File: src/hdl/spp_cfg.svh
// Offsets, field positions, reset values and sizes of the port policy block
`ifndef SPP_CFG_SVH
`define SPP_CFG_SVH
// Register indices as printed; byte address is four times the index
`define SPP_IDX_QIDX        12'h900
`define SPP_IDX_WEIGHT      12'h915
`define SPP_IDX_DROP        12'ha00
`define SPP_IDX_MEMBER      12'ha04
`define SPP_IDX_POLICY      12'hb00
`define SPP_ADDR_W          14
// Field positions in the lookup policy register
`define SPP_POL_NULL_VID    7
`define SPP_POL_IN_FILT     6
`define SPP_POL_PORT_DEFAULT_VLAN_ID_ONLY   5
`define SPP_POL_MAC_AUTH    4
`define SPP_POL_SELF_FILT   3
`define SPP_POL_RSVD_RW     1
`define SPP_POL_RW_MASK     8'hfa
// Reset values
`define SPP_RST_WEIGHT      7'h01
`define SPP_RST_DROP        2'h0
`define SPP_RST_MEMBER      7'h7f
`define SPP_RST_POLICY      8'h00
`define SPP_RST_QIDX        2'h0
// Sizes
`define SPP_NQ              4
`define SPP_WGT_W           7
`define SPP_NPORT           7
`define SPP_VID_W           12
`define SPP_MAC_W           48
`endif

File: src/hdl/spp_pkg.sv
// Types shared by the port policy block
`include "spp_cfg.svh"
package spp_pkg;
  typedef logic [`SPP_WGT_W-1:0] spp_weight_t;
  typedef logic [1:0]            spp_qidx_t;
  typedef logic [`SPP_VID_W-1:0] spp_vid_t;
  typedef enum logic [1:0] {
    SPP_DROP_NONE = 2'h0,
    SPP_DROP_P0   = 2'h1,
    SPP_DROP_P01  = 2'h2,
    SPP_DROP_P012 = 2'h3
  } spp_drop_t;
endpackage

File: src/hdl/spp_wgt_if.sv
// Carrier between the register logic and the queue weight store
`timescale 1ns/1ns
`default_nettype none
interface spp_wgt_if;
  logic                 wr_en;
  spp_pkg::spp_qidx_t   wr_addr;
  spp_pkg::spp_weight_t wr_data;
  spp_pkg::spp_qidx_t   ra_addr;
  spp_pkg::spp_weight_t ra_data;
  spp_pkg::spp_qidx_t   rb_addr;
  spp_pkg::spp_weight_t rb_data;
  modport ctl (output wr_en, wr_addr, wr_data, ra_addr, rb_addr,
               input ra_data, rb_data);
  modport mem (input wr_en, wr_addr, wr_data, ra_addr, rb_addr,
               output ra_data, rb_data);
endinterface
`default_nettype wire

File: src/hdl/spp_wgt_mem.sv
// Banked queue weight store, one write port and two registered read ports
`timescale 1ns/1ns
`include "spp_cfg.svh"
`default_nettype none
module spp_wgt_mem (
  // Clock and reset
  input  wire logic clk_sys,
  input  wire logic rst,
  // Access
  spp_wgt_if.mem    wb
);
  spp_pkg::spp_weight_t mem_r [`SPP_NQ];

  always_ff @(posedge clk_sys) begin
    if (rst) begin
      for (int i = 0; i < `SPP_NQ; i++) begin
        mem_r[i] <= `SPP_RST_WEIGHT;
      end
    end else if (wb.wr_en) begin
      mem_r[wb.wr_addr] <= wb.wr_data;
    end
  end

  always_ff @(posedge clk_sys) begin
    if (rst) begin
      wb.ra_data <= `SPP_RST_WEIGHT;
      wb.rb_data <= `SPP_RST_WEIGHT;
    end else begin
      wb.ra_data <= mem_r[wb.ra_addr];
      wb.rb_data <= mem_r[wb.rb_addr];
    end
  end
endmodule
`default_nettype wire

File: src/hdl/spp_port_policy.sv
// Per-port policy registers with WRR service, drop and lookup decisions
//
// The APB interface to the registers was chosen for this implementation.
`timescale 1ns/1ns
`include "spp_cfg.svh"
`default_nettype none
module spp_port_policy (
  // Clock and reset
  input  wire logic                  clk_sys,
  input  wire logic                  rst,
  // APB slave
  input  wire logic                  psel,
  input  wire logic                  penable,
  input  wire logic                  pwrite,
  input  wire logic [`SPP_ADDR_W-1:0] paddr,
  input  wire logic [31:0]           pwdata,
  output logic                       pready,
  output logic                       pslverr,
  output logic [31:0]                prdata,
  // Egress scheduler
  input  wire logic                  wrr_mode,
  input  wire logic                  single_queue,
  input  wire logic [`SPP_NQ-1:0]    queue_busy,
  input  wire logic                  pkt_sent,
  output logic [1:0]                 serve_queue,
  // Congestion
  input  wire logic                  frm_valid,
  input  wire logic [1:0]            frm_prio,
  input  wire logic                  dest_congested,
  output logic                       frm_drop,
  output logic                       flow_ctrl,
  // Forwarding and lookup
  output logic [`SPP_NPORT-1:0]      fwd_member,
  output logic                       mac_auth_en,
  input  wire logic                  rx_valid,
  input  wire logic                  rx_tagged,
  input  wire logic [`SPP_VID_W-1:0] rx_vid,
  input  wire logic [`SPP_VID_W-1:0] port_default_vlan_id,
  input  wire logic                  vlan_member_ok,
  input  wire logic [`SPP_MAC_W-1:0] rx_src_mac,
  input  wire logic [`SPP_MAC_W-1:0] switch_mac,
  input  wire logic                  glob_self_filt_en,
  output logic [`SPP_VID_W-1:0]      lookup_vid,
  output logic                       rx_discard
);

  // Byte address of a printed register index
  function automatic logic [`SPP_ADDR_W-1:0] reg_addr(input logic [11:0] idx);
    reg_addr = {idx, 2'b00};
  endfunction

  spp_wgt_if wb ();

  spp_wgt_mem u_wgt (
    .clk_sys (clk_sys),
    .rst     (rst),
    .wb      (wb)
  );

  spp_pkg::spp_qidx_t   qidx_r;
  spp_pkg::spp_drop_t   drop_r;
  logic [`SPP_NPORT-1:0] member_r;
  logic [7:0]           policy_r;
  logic                 acc_w;
  logic                 acc_r;
  logic                 hit_qidx;
  logic                 hit_wgt;
  logic                 hit_drop;
  logic                 hit_member;
  logic                 hit_policy;
  logic                 hit_any;
  logic [31:0]          rd_mux;

  // Access phase edge that completes the transfer, one wait state
  assign acc_w = psel & penable & pready & pwrite;
  assign acc_r = psel & penable & pready & ~pwrite;

  assign hit_qidx   = paddr == reg_addr(`SPP_IDX_QIDX);
  assign hit_wgt    = paddr == reg_addr(`SPP_IDX_WEIGHT);
  assign hit_drop   = paddr == reg_addr(`SPP_IDX_DROP);
  assign hit_member = paddr == reg_addr(`SPP_IDX_MEMBER);
  assign hit_policy = paddr == reg_addr(`SPP_IDX_POLICY);
  assign hit_any    = hit_qidx | hit_wgt | hit_drop | hit_member | hit_policy;

  always_ff @(posedge clk_sys) begin
    if (rst) begin
      pready <= 1'b0;
    end else begin
      pready <= psel & penable & ~pready;
    end
  end

  always_ff @(posedge clk_sys) begin
    if (rst) begin
      pslverr <= 1'b0;
    end else begin
      pslverr <= psel & penable & ~pready & ~hit_any;
    end
  end

  // Weight read port follows the index so data is ready by the answer edge
  assign wb.ra_addr = qidx_r;
  assign wb.wr_en   = acc_w & hit_wgt;
  assign wb.wr_addr = qidx_r;
  assign wb.wr_data = pwdata[`SPP_WGT_W-1:0];

  always_comb begin
    rd_mux = 32'h0000_0000;
    if (hit_qidx) begin
      rd_mux[1:0] = qidx_r;
    end
    if (hit_wgt) begin
      rd_mux[`SPP_WGT_W-1:0] = wb.ra_data;
    end
    if (hit_drop) begin
      rd_mux[1:0] = drop_r;
    end
    if (hit_member) begin
      rd_mux[`SPP_NPORT-1:0] = member_r;
    end
    if (hit_policy) begin
      rd_mux[7:0] = policy_r;
    end
  end

  always_ff @(posedge clk_sys) begin
    if (rst) begin
      prdata <= 32'h0000_0000;
    end else if (psel & penable & ~pready & ~pwrite) begin
      prdata <= rd_mux;
    end
  end

  always_ff @(posedge clk_sys) begin
    if (rst) begin
      qidx_r <= `SPP_RST_QIDX;
    end else if (acc_w & hit_qidx) begin
      qidx_r <= pwdata[1:0];
    end
  end

  always_ff @(posedge clk_sys) begin
    if (rst) begin
      drop_r <= spp_pkg::spp_drop_t'(`SPP_RST_DROP);
    end else if (acc_w & hit_drop) begin
      drop_r <= spp_pkg::spp_drop_t'(pwdata[1:0]);
    end
  end

  always_ff @(posedge clk_sys) begin
    if (rst) begin
      member_r <= `SPP_RST_MEMBER;
    end else if (acc_w & hit_member) begin
      member_r <= pwdata[`SPP_NPORT-1:0];
    end
  end

  // Reserved bits 2 and 0 never store; bit 1 is a plain scratch bit
  always_ff @(posedge clk_sys) begin
    if (rst) begin
      policy_r <= `SPP_RST_POLICY;
    end else if (acc_w & hit_policy) begin
      policy_r <= pwdata[7:0] & `SPP_POL_RW_MASK;
    end
  end

  // Mask leaves straight from its register, no tag or table term in it
  assign fwd_member  = member_r;
  assign mac_auth_en = policy_r[`SPP_POL_MAC_AUTH];

  // Weighted round robin service
  logic [1:0]            q_r;
  logic [`SPP_WGT_W-1:0] cnt_r;
  logic [`SPP_WGT_W-1:0] wgt_eff;
  logic                  wrr_act;
  logic                  quota_done;
  logic [1:0]            q_next;

  // A zero weight would stall the queue forever; serve it as one
  assign wgt_eff = (wb.rb_data == '0) ? `SPP_RST_WEIGHT : wb.rb_data;
  assign wrr_act = wrr_mode & ~single_queue;
  assign quota_done = (cnt_r + 7'h01) >= wgt_eff;
  assign wb.rb_addr = q_r;

  always_comb begin
    q_next = q_r + 2'h1;
    for (int k = 3; k >= 1; k--) begin
      if (queue_busy[2'(q_r + 2'(k))]) begin
        q_next = 2'(q_r + 2'(k));
      end
    end
  end

  always_ff @(posedge clk_sys) begin
    if (rst) begin
      q_r   <= 2'h0;
      cnt_r <= '0;
    end else if (single_queue) begin
      q_r   <= 2'h0;
      cnt_r <= '0;
    end else if (wrr_act & pkt_sent) begin
      if (quota_done | ~queue_busy[q_r]) begin
        q_r   <= q_next;
        cnt_r <= '0;
      end else begin
        cnt_r <= cnt_r + 7'h01;
      end
    end else if (wrr_act & ~queue_busy[q_r] & (queue_busy != '0)) begin
      q_r   <= q_next;
      cnt_r <= '0;
    end
  end

  assign serve_queue = q_r;

  // Congestion drop and flow control
  always_ff @(posedge clk_sys) begin
    if (rst) begin
      frm_drop  <= 1'b0;
      flow_ctrl <= 1'b0;
    end else begin
      flow_ctrl <= dest_congested &
                   (drop_r == spp_pkg::SPP_DROP_NONE);
      frm_drop  <= frm_valid & dest_congested &
                   (drop_r != spp_pkg::SPP_DROP_NONE) &
                   (frm_prio < drop_r);
    end
  end

  // Ingress lookup
  logic [`SPP_VID_W-1:0] eff_vid;
  logic                  self_hit;

  always_comb begin
    eff_vid = rx_vid;
    if (~rx_tagged) begin
      eff_vid = port_default_vlan_id;
    end else if ((rx_vid == '0) & ~policy_r[`SPP_POL_NULL_VID]) begin
      eff_vid = port_default_vlan_id;
    end
  end

  assign self_hit = policy_r[`SPP_POL_SELF_FILT] & glob_self_filt_en &
                    (rx_src_mac == switch_mac);

  always_ff @(posedge clk_sys) begin
    if (rst) begin
      lookup_vid <= '0;
      rx_discard <= 1'b0;
    end else if (rx_valid) begin
      lookup_vid <= eff_vid;
      rx_discard <= (policy_r[`SPP_POL_IN_FILT] & ~vlan_member_ok) |
                    (policy_r[`SPP_POL_PORT_DEFAULT_VLAN_ID_ONLY] &
                     (eff_vid != port_default_vlan_id)) |
                    self_hit;
    end else begin
      rx_discard <= 1'b0;
    end
  end

  // Checks
  property p_qidx_wr;
    @(posedge clk_sys) disable iff (rst)
      acc_w && hit_qidx |=> qidx_r == $past(pwdata[1:0]);
  endproperty
  a_qidx_wr: assert property (p_qidx_wr)
    else $error("queue index write lost");

  property p_wgt_bank;
    @(posedge clk_sys) disable iff (rst)
      acc_w && hit_wgt |=> ##1 (wb.ra_data == $past(pwdata[6:0], 2))
                               || (qidx_r != $past(qidx_r, 2));
  endproperty
  a_wgt_bank: assert property (p_wgt_bank)
    else $error("weight not written to selected queue");

  property p_wrr_quota;
    @(posedge clk_sys) disable iff (rst)
      wrr_act && pkt_sent && quota_done && !single_queue
        |=> cnt_r == '0;
  endproperty
  a_wrr_quota: assert property (p_wrr_quota)
    else $error("queue served past its weight");

  property p_single_q;
    @(posedge clk_sys) disable iff (rst)
      single_queue |=> serve_queue == 2'h0 && cnt_r == '0;
  endproperty
  a_single_q: assert property (p_single_q)
    else $error("single queue mode not on queue 0");

  property p_fc_nodrop;
    @(posedge clk_sys) disable iff (rst)
      dest_congested && drop_r == spp_pkg::SPP_DROP_NONE
        |=> flow_ctrl && !frm_drop;
  endproperty
  a_fc_nodrop: assert property (p_fc_nodrop)
    else $error("mode 00 must flow control and not drop");

  property p_drop_prio;
    @(posedge clk_sys) disable iff (rst)
      frm_valid && dest_congested && drop_r == spp_pkg::SPP_DROP_P01
        |=> !flow_ctrl && (frm_drop == ($past(frm_prio) <= 2'h1));
  endproperty
  a_drop_prio: assert property (p_drop_prio)
    else $error("mode 10 drop decision wrong");

  property p_member_wr;
    @(posedge clk_sys) disable iff (rst)
      acc_w && hit_member |=> fwd_member == $past(pwdata[6:0]);
  endproperty
  a_member_wr: assert property (p_member_wr)
    else $error("membership mask not updated");

  property p_null_vid;
    @(posedge clk_sys) disable iff (rst)
      rx_valid && rx_tagged && rx_vid == '0
        |=> lookup_vid == ($past(policy_r[`SPP_POL_NULL_VID]) ? '0
                           : $past(port_default_vlan_id));
  endproperty
  a_null_vid: assert property (p_null_vid)
    else $error("null VLAN ID lookup wrong");

  property p_self_filt;
    @(posedge clk_sys) disable iff (rst)
      rx_valid && rx_src_mac == switch_mac && policy_r[`SPP_POL_SELF_FILT] &&
        glob_self_filt_en |=> rx_discard;
  endproperty
  a_self_filt: assert property (p_self_filt)
    else $error("self address frame not dropped");

  property p_rsvd_zero;
    @(posedge clk_sys) disable iff (rst)
      pready && !pwrite && hit_policy |-> prdata[2] == 1'b0 &&
        prdata[0] == 1'b0 && prdata[31:8] == '0;
  endproperty
  a_rsvd_zero: assert property (p_rsvd_zero)
    else $error("reserved policy bits read nonzero");

  c_wrr_move: cover property (@(posedge clk_sys) disable iff (rst)
    wrr_act && pkt_sent && quota_done ##1 serve_queue != $past(q_r));
  c_drop: cover property (@(posedge clk_sys) disable iff (rst) frm_drop);
  c_discard: cover property (@(posedge clk_sys) disable iff (rst)
    rx_discard);
  c_wr_rd: cover property (@(posedge clk_sys) disable iff (rst)
    acc_w ##[1:4] acc_r);

endmodule
`default_nettype wire

File: config.mk
export PLATFORM = sky130hd
export DESIGN_NAME = spp_port_policy
export DESIGN_NICKNAME = d
export VERILOG_FILES = /design/src/hdl/spp_pkg.sv /design/src/hdl/spp_wgt_if.sv /design/src/hdl/spp_wgt_mem.sv /design/src/hdl/spp_port_policy.sv
export VERILOG_INCLUDE_DIRS = /design/src /design/src/hdl
export SDC_FILE = /design/constraint.sdc
export NUM_CORES = 1
export LEC_CHECK = 0
export ABC_AREA = 1
export ABC_CLOCK_PERIOD_IN_PS = 2600
export BUFFER_PORTS_ARGS = -buffer_cell sky130_fd_sc_hd__clkbuf_2
export CAP_MARGIN = 15
export CORE_ASPECT_RATIO = 1.4
export CORE_MARGIN = 2
export CORE_UTILIZATION = 45
export DETAILED_ROUTE_END_ITERATION = 8
export PLACE_DENSITY = 0.76
export SETUP_SLACK_MARGIN = 0.02
export SLEW_MARGIN = 30
export SYNTH_ARGS = -nofsm -noshare
export SYNTH_HDL_FRONTEND = slang
export SYNTH_SLANG_ARGS = --single-unit
export TNS_END_PERCENT = 20
File: constraint.sdc
create_clock -name clk_sys -period 2.6 [get_ports clk_sys]
set_input_delay 0.26 -clock clk_sys [delete_from_list [all_inputs] [get_ports clk_sys]]
set_output_delay 0.26 -clock clk_sys [all_outputs]
set_load 0.05 [all_outputs]
Word-level counts from Yosys, hierarchy flattened
Memories as Yosys holds them, arrays and structs flattened. A register that Yosys moved wholly into a read port is not among the register bits.
Cells that the tools add are included.
{"block": "word_totals", "regBits": 51, "mem_bits_rw": 28, "inputBits": 186, "n_memories": 1}
{"block": "op_classes", "add_sub_neg": 4, "n_lt_le_gt_ge": 6, "n_eq_ne": 8, "mux": 33, "bitwise": 39, "n_reduce_logical": 10}
{"memory": "u_wgt.mem_r", "depth": 4, "width": 7, "read_ports": 2, "rd_ports_with_merged_regs": 2, "write_ports": 4, "line": "spp_wgt_mem.sv:12", "text": "spp_pkg::spp_weight_t mem_r [`SPP_NQ];"}
{"op": "== test 14 bit (second input constant)", "count": 5}
{"op": "two-way mux 7 bit", "count": 7}
{"op": "== test 48 bit", "count": 1}
{"op": "AND 1 bit", "count": 24}
{"op": "two-way mux 12 bit", "count": 2}
{"op": "two-way mux 2 bit", "count": 9}
{"op": "logical NOT 12 bit", "count": 1}
{"op": "< comparator 2 x 3 -> 1 bit (second input constant)", "count": 4}
{"op": "!= test 12 bit", "count": 1}
{"op": "two-way mux 1 bit", "count": 10}
{"op": "binary-select mux 1 bit (select 2 bit)", "count": 4}
{"op": "two-way mux 8 bit", "count": 1}
{"op": "NOT 1 bit", "count": 8}
{"op": "adder 7 x 1 -> 7 bit (second input constant)", "count": 1}
{"op": "greater-or-equal comparator 7 bit", "count": 1}
{"op": "logical NOT 7 bit", "count": 1}
{"op": "OR 1 bit", "count": 7}
{"op": "OR reduction 7 bit", "count": 1}
{"op": "adder 2 bit (second input constant)", "count": 2}
{"op": "nonzero test 2 bit", "count": 2}
{"op": "nonzero test 4 bit", "count": 1}
{"op": "OR reduction 2 bit", "count": 2}
{"op": "adder 2 x 1 -> 2 bit (second input constant)", "count": 1}
{"op": "logical NOT 2 bit", "count": 1}
{"op": "3 further kinds", "count": 3}

Logic depth before layout (Yosys ltp)
Gate-level depths: netlist of the first run.
{"block": "depth", "ltp_word": 9, "depth_mapped": 13, "mapped_depth_nobuf": 13}

Hierarchy
Synthesis of the first run repeated with hierarchy kept, for this count alone.
{"block": "hier_totals", "cells_unflattened": 880, "hier_area_um2": 5901.9}
{"mod": "spp_port_policy", "n_inst": 1, "cells_each": 649, "area_each_um2": 3976.3}
{"mod": "spp_wgt_mem", "n_inst": 1, "cells_each": 231, "area_each_um2": 1925.6}

Worst setup path before layout of the first run
No wires, ideal clock.
{"block": "synth_path", "kind": "register to register", "startpoint": "reg pready", "endpoint": "mem u_wgt.mem_r[3][0] (netlist name) (enable)", "setup_ps": 383, "t_arrival_ps": 1922, "required_ps": 2217, "path_slack_ps": 295, "path_stages_with_launch": 7, "path_cell_list": "dfxtp_1 -> inv_2 -> nor3_4 -> inv_2 -> nor2_1 -> inv_2 -> o31ai_1"}
{"element": "start: declaration", "line": "spp_port_policy.sv:17", "text": "output logic pready,"}
{"element": "start signal: assignment", "line": "spp_port_policy.sv:89", "text": "pready <= psel & penable & ~pready;"}
{"element": "end: declaration", "line": "spp_wgt_mem.sv:12"}

Worst setup path after layout of the first run
{"block": "layout_path", "startpoint": "reg cnt_r[0]", "endpoint": "reg cnt_r[0]"}
{"block": "layout_between", "elab_chain_len": 5}
{"element": "start: declaration", "line": "spp_port_policy.sv:173", "text": "logic [`SPP_WGT_W-1:0] cnt_r;"}
{"element": "start signal: assignment", "line": "spp_port_policy.sv:206", "text": "cnt_r <= cnt_r + 7'h01;"}
{"element": "adder 7 x 1 -> 7 bit *", "line": "spp_port_policy.sv:182, spp_port_policy.sv:206"}
{"element": "greater-or-equal comparator 7 bit", "line": "spp_port_policy.sv:182", "text": "assign quota_done = (cnt_r + 7'h01) >= wgt_eff;"}
{"element": "OR 1 bit", "line": "spp_port_policy.sv:202", "text": "if (quota_done | ~queue_busy[q_r]) begin"}
{"element": "two-way mux 7 bit *", "line": "spp_port_policy.sv:202"}
{"element": "two-way mux 7 bit *", "line": "spp_port_policy.sv:201", "text": "end else if (wrr_act & pkt_sent) begin"}
Every way passes the cells marked *; elsewhere a longest branch is shown, timed or not.
A chain may end at the register's enable or synchronous reset.

==> metrics.md, run 1 <==
| Metric | Value |
|---|---|
| Mean instance size in the synthesized netlist | 6.986 sq um |
| Most common library cell in the layout ignoring fill and taps | sky130_fd_sc_hd__clkbuf_2 |
| Power density of the placed cells | 488.0 nW/um^2 |
| Height of the chip | 137.0 um |
| Max-cap violation count | 0 |
| Total number of vias | 5917 |
| Register share of total power | 0.451 |
| Signal arrival time at the worst endpoint | 2.60 ns |
| Flip-flop and latch count after synthesis | 93 |
| Setup Crit Path Kind | flop to flop |
| Global router's overall resource usage | 0.2349 |
| Number of design-rule violations left by the first detailed-router iteration | 293 |
| Most common cell type on the critical path | sky130_fd_sc_hd__nor2_1 |
| Wire length of the first global-routing pass | 25330 um |
| Clock buffers created by TritonCTS | 9 |
| Number of antenna violations at the first check in global routing | 0 |
| Worst-case headroom to the max-slew limit | 0.5061 |
| Number of setup buffers added after CTS | 0 |
| YS warnings | 0 |
| TritonCTS clock tree | built |
| Clock network fraction of design power | 0.363 |
| Adder-Cell Fraction of Synth Area | 0.01980 |
| Vias in the first global route | 5513 |
| CP bufs+invs | 1 |
| I/O pin count | 245 |
| Cell area after synthesis | 5687 sq um |
| Share of synthesized area occupied by flip-flops and latches | 0.3767 |
| Pin count of the biggest net entering global routing | 26 |
| Leakage power figure | 3.516 nW |
| Post-synth EDFFs | 28 |
| Port-buffer cells | 196 |
| Period utilisation layout | 0.9011 |
| Count of antenna-violating nets left after detailed routing | 0 |
| Cell row count | 48 |
| Antenna fix cells | 0 |
| Proportion of power drawn by combinational gates | 0.186 |
| Average routed wire per standard cell | 13.70 um |
| Clock transition time at the flip-flop clock pins of the worst setup and hold paths | 0.06 ns |
| Share of final-layout standard cells stronger than drive strength 1 | 0.2510 |
| Final wirelength | 15980 um |
| Startpoint type of the worst setup path | flop |
| Switching power summed over all nets | 1.000 mW |
| Status | completed |
| Setup_tns | 0 ns |
| Layout area overhead | 24.49% |
| Actual slew at the worst max-slew pin | 0.7364 ns |
| Number of sinks on the clock net | 93 |
| Fraction of the mapped netlist area in compound gates | 0.1661 |
| Average via count per standard cell | 5.075 |
| Maximum clock rate | 426.8 MHz |
| Final hold violations | 0 |
| Post-Synth Simple-Gate Area | 0.2733 |
| Path category of the worst min-delay check | input pin to flop |
| Max Buffers Root-to-Sink | 2 |
| Pins over their slew limit | 0 |
| Worst hold slack after final layout | 0.1404 ns |
| Latest clock arrival within the worst-skew pair | 0.35 ns |
| Crit. End Element | flop |
| Multiplexer fraction of the synthesized cell area | 0 |
| Global route total overflow | 0 |
| Number of standard cells after synthesis | 814 |
| Worst-path maximum fanout | 7 |
| Unrepaired setup endpoints after global routing | no |
| Chip width | 99.01 um |
| Fraction of synthesis flops using an asynchronous set or reset pin | 0 |
| Critical-path top delay cell | sky130_fd_sc_hd__dfxtp_4 |
| Die Footprint | 13560 sq um |
| CP Data Required Time | 2.86 ns |
| Core region area | 12310 sq um |
| CTS root buffer | sky130_fd_sc_hd__clkbuf_16 |
| Fraction of synthesized cell area in xor and xnor cells | 0.02926 |
| Maximum resistive drop on vdd | 352.2 uV |
| Net switching fraction of the power | 0.2895 |
| Final #Nets | 1206 |
| Iteration count of the initial detailed-routing pass | 5 |
| CP cell instances | ha_2 > nand3_2 > nand3b_1 > xnor2_2 > ha_1 > a21oi_2 > o21ai_0 > nor2_1 > nand4_2 > inv_4 > nor2_1 > a211oi_1 |
| Largest family of logic cells by synthesized area | simple AND/OR/NAND/NOR gates |
| Slowest Stage Delay on Critical Path | 0.37 ns |
| Most used cells in the layout excluding fill and tap cells | sky130_fd_sc_hd__clkbuf_2, sky130_fd_sc_hd__nand2_1, sky130_fd_sc_hd__inv_1, sky130_fd_sc_hd__nor2_1, sky130_fd_sc_hd__o21ai_0 |
| Total number of H-tree levels | 3 |
| Count of endpoints failing setup in the final report | 0 |
| Initial cell density of the core | 0.4619 |
| Internal power contribution | 2.454 mW |
| Final Wtd Congestion | 0.9124 |
| Sum of net half-perimeters after detailed placement | 12860 um |
| Worst clock skew on the final layout | 0.009289 ns |
| Final Critical Period | 2.343 ns |
| Dominant delay contributor by cell family on the critical path | simple AND/OR/NAND/NOR gates |
| Count of unique library cells instantiated by Yosys | 47 |
| Residual DRC count | 0 |
| Main synth FF type | sky130_fd_sc_hd__dfxtp_1 |
worst paths after layout:
check | cells past startpoint | end | slack [ns] | from
max | 12 | cnt_r[0] | 0.26 | cnt_r[0]
min reg2reg | 2 | policy_r[1] | 0.47 | policy_r[1]
max reg2reg | 12 | cnt_r[0] | 0.26 | cnt_r[0]
min | 3 | flow_ctrl | 0.14 | dest_congested
cell families (layout without fill, tap and decap cells):
| kind of cell | Yosys count | after routing |
|---|---|---|
| fa+ha+maj | 9 | 9 |
| xor+xnor | 19 | 19 |
| compound gates | 168 | 168 |
| buf+inv | 174 | 353 |
| flops | 93 | 93 |
| simple gates | 350 | 350 |
| other cells | 1 | 24 |
cells in the mapped netlist (6+ instances only):
library cell               count  area [sq um]
sky130_fd_sc_hd__inv_1       117         439.2
sky130_fd_sc_hd__nor3_1       11         55.05
sky130_fd_sc_hd__o21ai_0      71         355.3
sky130_fd_sc_hd__edfxtp_1     28         840.8
sky130_fd_sc_hd__nand3b_1      7         52.55
sky130_fd_sc_hd__o211ai_1     12         90.09
sky130_fd_sc_hd__buf_4        26         195.2
sky130_fd_sc_hd__inv_2         9         33.78
sky130_fd_sc_hd__a21oi_1      50         250.2
sky130_fd_sc_hd__nor2_1       93         349.1
sky130_fd_sc_hd__a221oi_1      8         70.07
sky130_fd_sc_hd__nand3_1      33         165.2
sky130_fd_sc_hd__ha_1          9         112.6
sky130_fd_sc_hd__nand2_1     165         619.3
sky130_fd_sc_hd__nand4_1      22         137.6
sky130_fd_sc_hd__dfxtp_1      65          1301
sky130_fd_sc_hd__xor2_1       13         113.9
sky130_fd_sc_hd__clkbuf_1     15         56.30
sky130_fd_sc_hd__xnor2_1       6         52.55
sky130_fd_sc_hd__o22ai_1      10         62.56
flip-flops by register name (all words and copies together), names as in the netlist, 2 cells and up:
| register | flops |
|---|---|
| serve_queue | 2 |
| fwd_member | 7 |
| policy_r | 6 |
| u_wgt.wb.rb_data | 7 |
| cnt_r | 7 |
| qidx_r | 2 |
| prdata | 8 |
| lookup_vid | 12 |
| drop_r | 2 |
| u_wgt.wb.ra_data | 7 |
| u_wgt.mem_r | 28 |
power groups by stage:
stage / clock [mW] / sequential, mW / combinational, mW
2_1_floorplan: 0 / 1.66 / 0.359
3_3_place_gp: 0 / 1.59 / 0.632
3_5_place_dp: 0 / 1.59 / 0.640
4_1_cts: 1.27 / 1.56 / 0.642
5_1_grt: 1.34 / 1.56 / 0.709
6_report: 1.25 / 1.56 / 0.643
timing repair:
action / 4_1_cts / 5_1_grt
gates resized for setup: 0 / 9
setup endpoints to repair: 0 / 9
hold buffers: 0 / 0
per-stage QoR:
stage / cell area (sq um) / instances / total power [mW] / utilization / setup slack [ns]
after detailed placement: 6763 / 1150 / 2.230 / 0.5493 / 0.1502
after global placement: 6758 / 1150 / 2.222 / 0.5489 / 0.1358
after CTS: 7049 / 1166 / 3.473 / 0.5726 / 0.1330
final: 7079 / 1166 / 3.454 / 0.5750 / 0.2571
after global routing: 7079 / 1166 / 3.606 / 0.5750 / 0.008446
after floorplan: 5773 / 837 / 2.015 / - / 0.2945
worst register-to-register path: stages, from the launching register on:
cell and delay, ns:
sky130_fd_sc_hd__dfxtp_4 0.37, sky130_fd_sc_hd__ha_2 0.20, sky130_fd_sc_hd__nand3_2 0.09, sky130_fd_sc_hd__nand3b_1 0.21, sky130_fd_sc_hd__xnor2_2 0.16, sky130_fd_sc_hd__ha_1 0.34, sky130_fd_sc_hd__a21oi_2 0.13, sky130_fd_sc_hd__o21ai_0 0.09
sky130_fd_sc_hd__nor2_1 0.14, sky130_fd_sc_hd__nand4_2 0.21, sky130_fd_sc_hd__inv_4 0.14, sky130_fd_sc_hd__nor2_1 0.05, sky130_fd_sc_hd__a211oi_1 0.14
metal layers:
layer	up-vias	wire [um]	share of wire	track usage
met5	-	0	0	0
met4	0	303	0.019	0.06925
met3	26	1079	0.068	0.04750
met2	215	8673	0.54	0.4613
met1	2641	5920	0.37	0.2485
li1	3035	-	-	-
area by class of cell:
class | count | area (sq um)
Sequential cell | 93 | 2146
Clock buffer | 11 | 254.0
Multi-Input combinational cell | 570 | 2897
Tap cell | 150 | 187.7
Fill cell | 1205 | 5233
Inverter | 128 | 484.2
Timing Repair Buffer | 209 | 1079
Clock inverter | 5 | 32.53
No activity file was read; power rests on OpenSTA's default activity.
==> run 2, diff against run 1 <==
--- a/config.mk
+++ b/config.mk
@@ -12,9 +12,9 @@
 export CAP_MARGIN = 15
 export CORE_ASPECT_RATIO = 1.4
 export CORE_MARGIN = 2
-export CORE_UTILIZATION = 45
+export CORE_UTILIZATION = 35
 export DETAILED_ROUTE_END_ITERATION = 8
-export PLACE_DENSITY = 0.76
+export GPL_ROUTABILITY_DRIVEN = 0
 export SETUP_SLACK_MARGIN = 0.02
 export SLEW_MARGIN = 30
 export SYNTH_ARGS = -nofsm -noshare
==> run 2 against run 1 <==
  * Final area grew 0.60%
  * Utilization shrank 13 points
  * Fmax grew 0.85%
  * Highest routed layer unchanged
  * Largest power group unchanged
  * Clock power grew 3%
  * Routed wire length grew 3.0%
==> metrics.md, run 2 (same netlist as run 1, synthesis figures left out) <==
| Metric | Value |
|---|---|
| Sum of net half-perimeters after detailed placement | 13490 um |
| Minimum setup slack after placement | 0.2138 ns |
| Cell row count | 55 |
| Biggest registers after layout | u_wgt.mem_r: 28 flops, lookup_vid: 12 flops, prdata: 8 flops |
| Antenna fix cells | 0 |
| Final wirelength | 16460 um |
| Internal power contribution | 2.482 mW |
| Total number of vias | 5906 |
| Pin count of the biggest net entering global routing | 28 |
| Count of endpoints failing setup in the final report | 0 |
| Die Footprint | 17300 sq um |
| Global route total overflow | 0 |
| Worst-path maximum fanout | 7 |
| Power density of the placed cells | 489.4 nW/um^2 |
| Worst hold slack after final layout | 0.1473 ns |
| Global router's overall resource usage | 0.1880 |
| CP Capture Point | cnt_r[0] |
| Actual slew at the worst max-slew pin | 0.5996 ns |
| Net switching fraction of the power | 0.2880 |
| Period utilisation layout | 0.8936 |
| Number of cells traversed by the worst register-to-register path | 12 |
| Number of setup buffers added after CTS | 0 |
| Clock transition time at the flip-flop clock pins of the worst setup and hold paths | 0.07 ns |
| Final #Nets | 1207 |
| Layout area overhead | 25.24% |
| Chip width | 111.7 um |
| Height of the chip | 154.8 um |
| Finished Layout Cells | 1216 |
| Worst setup path startpoint | cnt_r[0] |
| Pins over their slew limit | 0 |
| Total number of H-tree levels | 3 |
| Cells on Worst Hold Path | 3 |
| Area of placed instances | 6827 sq um |
| Utilization after layout | 0.4442 |
| CTS root buffer | sky130_fd_sc_hd__clkbuf_16 |
| Average routed wire per standard cell | 13.54 um |
| Register share of total power | 0.448 |
| Switching power summed over all nets | 1.004 mW |
| Clock buffers created by TritonCTS | 9 |
| Signal arrival time at the worst endpoint | 2.58 ns |
| Port-buffer cells | 196 |
| Count of antenna-violating nets left after detailed routing | 0 |
| Number of design-rule violations left by the first detailed-router iteration | 241 |
| Max Buffers Root-to-Sink | 2 |
| Setup Crit Path Kind | flop to flop |
| I/O pin count | 245 |
| Worst clock skew on the final layout | 0.008120 ns |
| Maximum resistive drop on vdd | 350.6 uV |
| Area occupied by multi-input gates | 2868 sq um |
| Number of antenna violations at the first check in global routing | 0 |
| Maximum clock rate | 430.4 MHz |
| Most used cells in the layout excluding fill and tap cells | sky130_fd_sc_hd__clkbuf_2, sky130_fd_sc_hd__nand2_1, sky130_fd_sc_hd__inv_1, sky130_fd_sc_hd__nor2_1, sky130_fd_sc_hd__o21ai_0 |
| Status | completed |
| Final Critical Period | 2.323 ns |
| Critical R2R Capture | cnt_r[0] |
| Setup_tns | 0 ns |
| Leakage power figure | 3.531 nW |
| Number of sinks on the clock net | 93 |
| Max reg flops | 28 |
| Vias in the first global route | 5518 |
| Iteration count of the initial detailed-routing pass | 5 |
| Wire length of the first global-routing pass | 26100 um |
| Worst-case headroom to the max-slew limit | 0.5998 |
| Largest reg by FF count | u_wgt.mem_r |
| Flop2flop setup slack | 0.28 ns |
| Initial cell density of the core | 0.3547 |
| Most common library cell in the layout ignoring fill and taps | sky130_fd_sc_hd__clkbuf_2 |
| Proportion of power drawn by combinational gates | 0.183 |
| Average via count per standard cell | 4.857 |
| Startpoint of the most critical register-to-register path | cnt_r[0] |
| Setup slack of the critical path after layout | 0.2767 ns |
| Post-route cell area | 7122 sq um |
| Fillers | 1705 |
| Crit. End Element | flop |
| Share of final-layout standard cells stronger than drive strength 1 | 0.2468 |
| Residual DRC count | 0 |
| Unrepaired setup endpoints after global routing | no |
| Path category of the worst min-delay check | input pin to flop |
| TritonCTS clock tree | built |
| Final hold violations | 0 |
| Core region area | 16030 sq um |
| Clock network fraction of design power | 0.370 |
| Startpoint type of the worst setup path | flop |
| Max-cap violation count | 0 |
| Overall power | 3.485 mW |
| Latest clock arrival within the worst-skew pair | 0.34 ns |
| Register area | 2142 sq um |
| CP Data Required Time | 2.86 ns |
| Number of cells after detailed placement | 1200 |
run 2: what timing repair did:
action | 4_1_cts | 5_1_grt
setup endpoints to repair | 0 | 2
gates resized for setup | 0 | 1
hold buffers | 0 | 0
run 2: power by group through the flow:
stage	registers, mW	logic (mW)	clock network (mW)
after floorplan	1.66	0.359	0
after global placement	1.59	0.635	0
after detailed placement	1.59	0.639	0
after CTS	1.56	0.642	1.32
after global routing	1.56	0.709	1.37
final	1.56	0.637	1.29
run 2: metal layers:
layer | part of all wire | track usage
met3 | 0.054 | 0.03370
met4 | 0.040 | 0.09524
met2 | 0.52 | 0.3535
met1 | 0.39 | 0.1984
met5 | 0 | 0
run 2: area by class of cell:
cell class / count / area share
flip-flops and latches: 93 / 0.3008
inverters: 128 / 0.06764
clock inverters: 4 / 0.004041
multi-input cells: 570 / 0.4027
well taps: 199 / 0.03496
repair buffers: 210 / 0.1525
clock buffers: 12 / 0.03742
run 2: worst min-delay path by stage:
stage	from	endpoint	slack (ns)
after global routing	dest_congested	flow_ctrl	0.15
after floorplan	dest_congested	flow_ctrl	0.39
after CTS	dest_congested	flow_ctrl	0.13
final	dest_congested	flow_ctrl	0.15
after detailed placement	policy_r[1]	policy_r[1]	0.46
after global placement	policy_r[1]	policy_r[1]	0.45
run 2: worst max-delay path, cell delays in order, from the launching register on:
cell and delay (ns):
sky130_fd_sc_hd__dfxtp_1 0.41, sky130_fd_sc_hd__ha_1 0.21, sky130_fd_sc_hd__nand3_1 0.11, sky130_fd_sc_hd__nand3b_1 0.19, sky130_fd_sc_hd__xnor2_1 0.21, sky130_fd_sc_hd__ha_1 0.29
sky130_fd_sc_hd__a21oi_1 0.12, sky130_fd_sc_hd__o21ai_0 0.09, sky130_fd_sc_hd__nor2_1 0.14, sky130_fd_sc_hd__nand4_2 0.14, sky130_fd_sc_hd__inv_2 0.15, sky130_fd_sc_hd__nor2_1 0.05
sky130_fd_sc_hd__a211oi_1 0.15
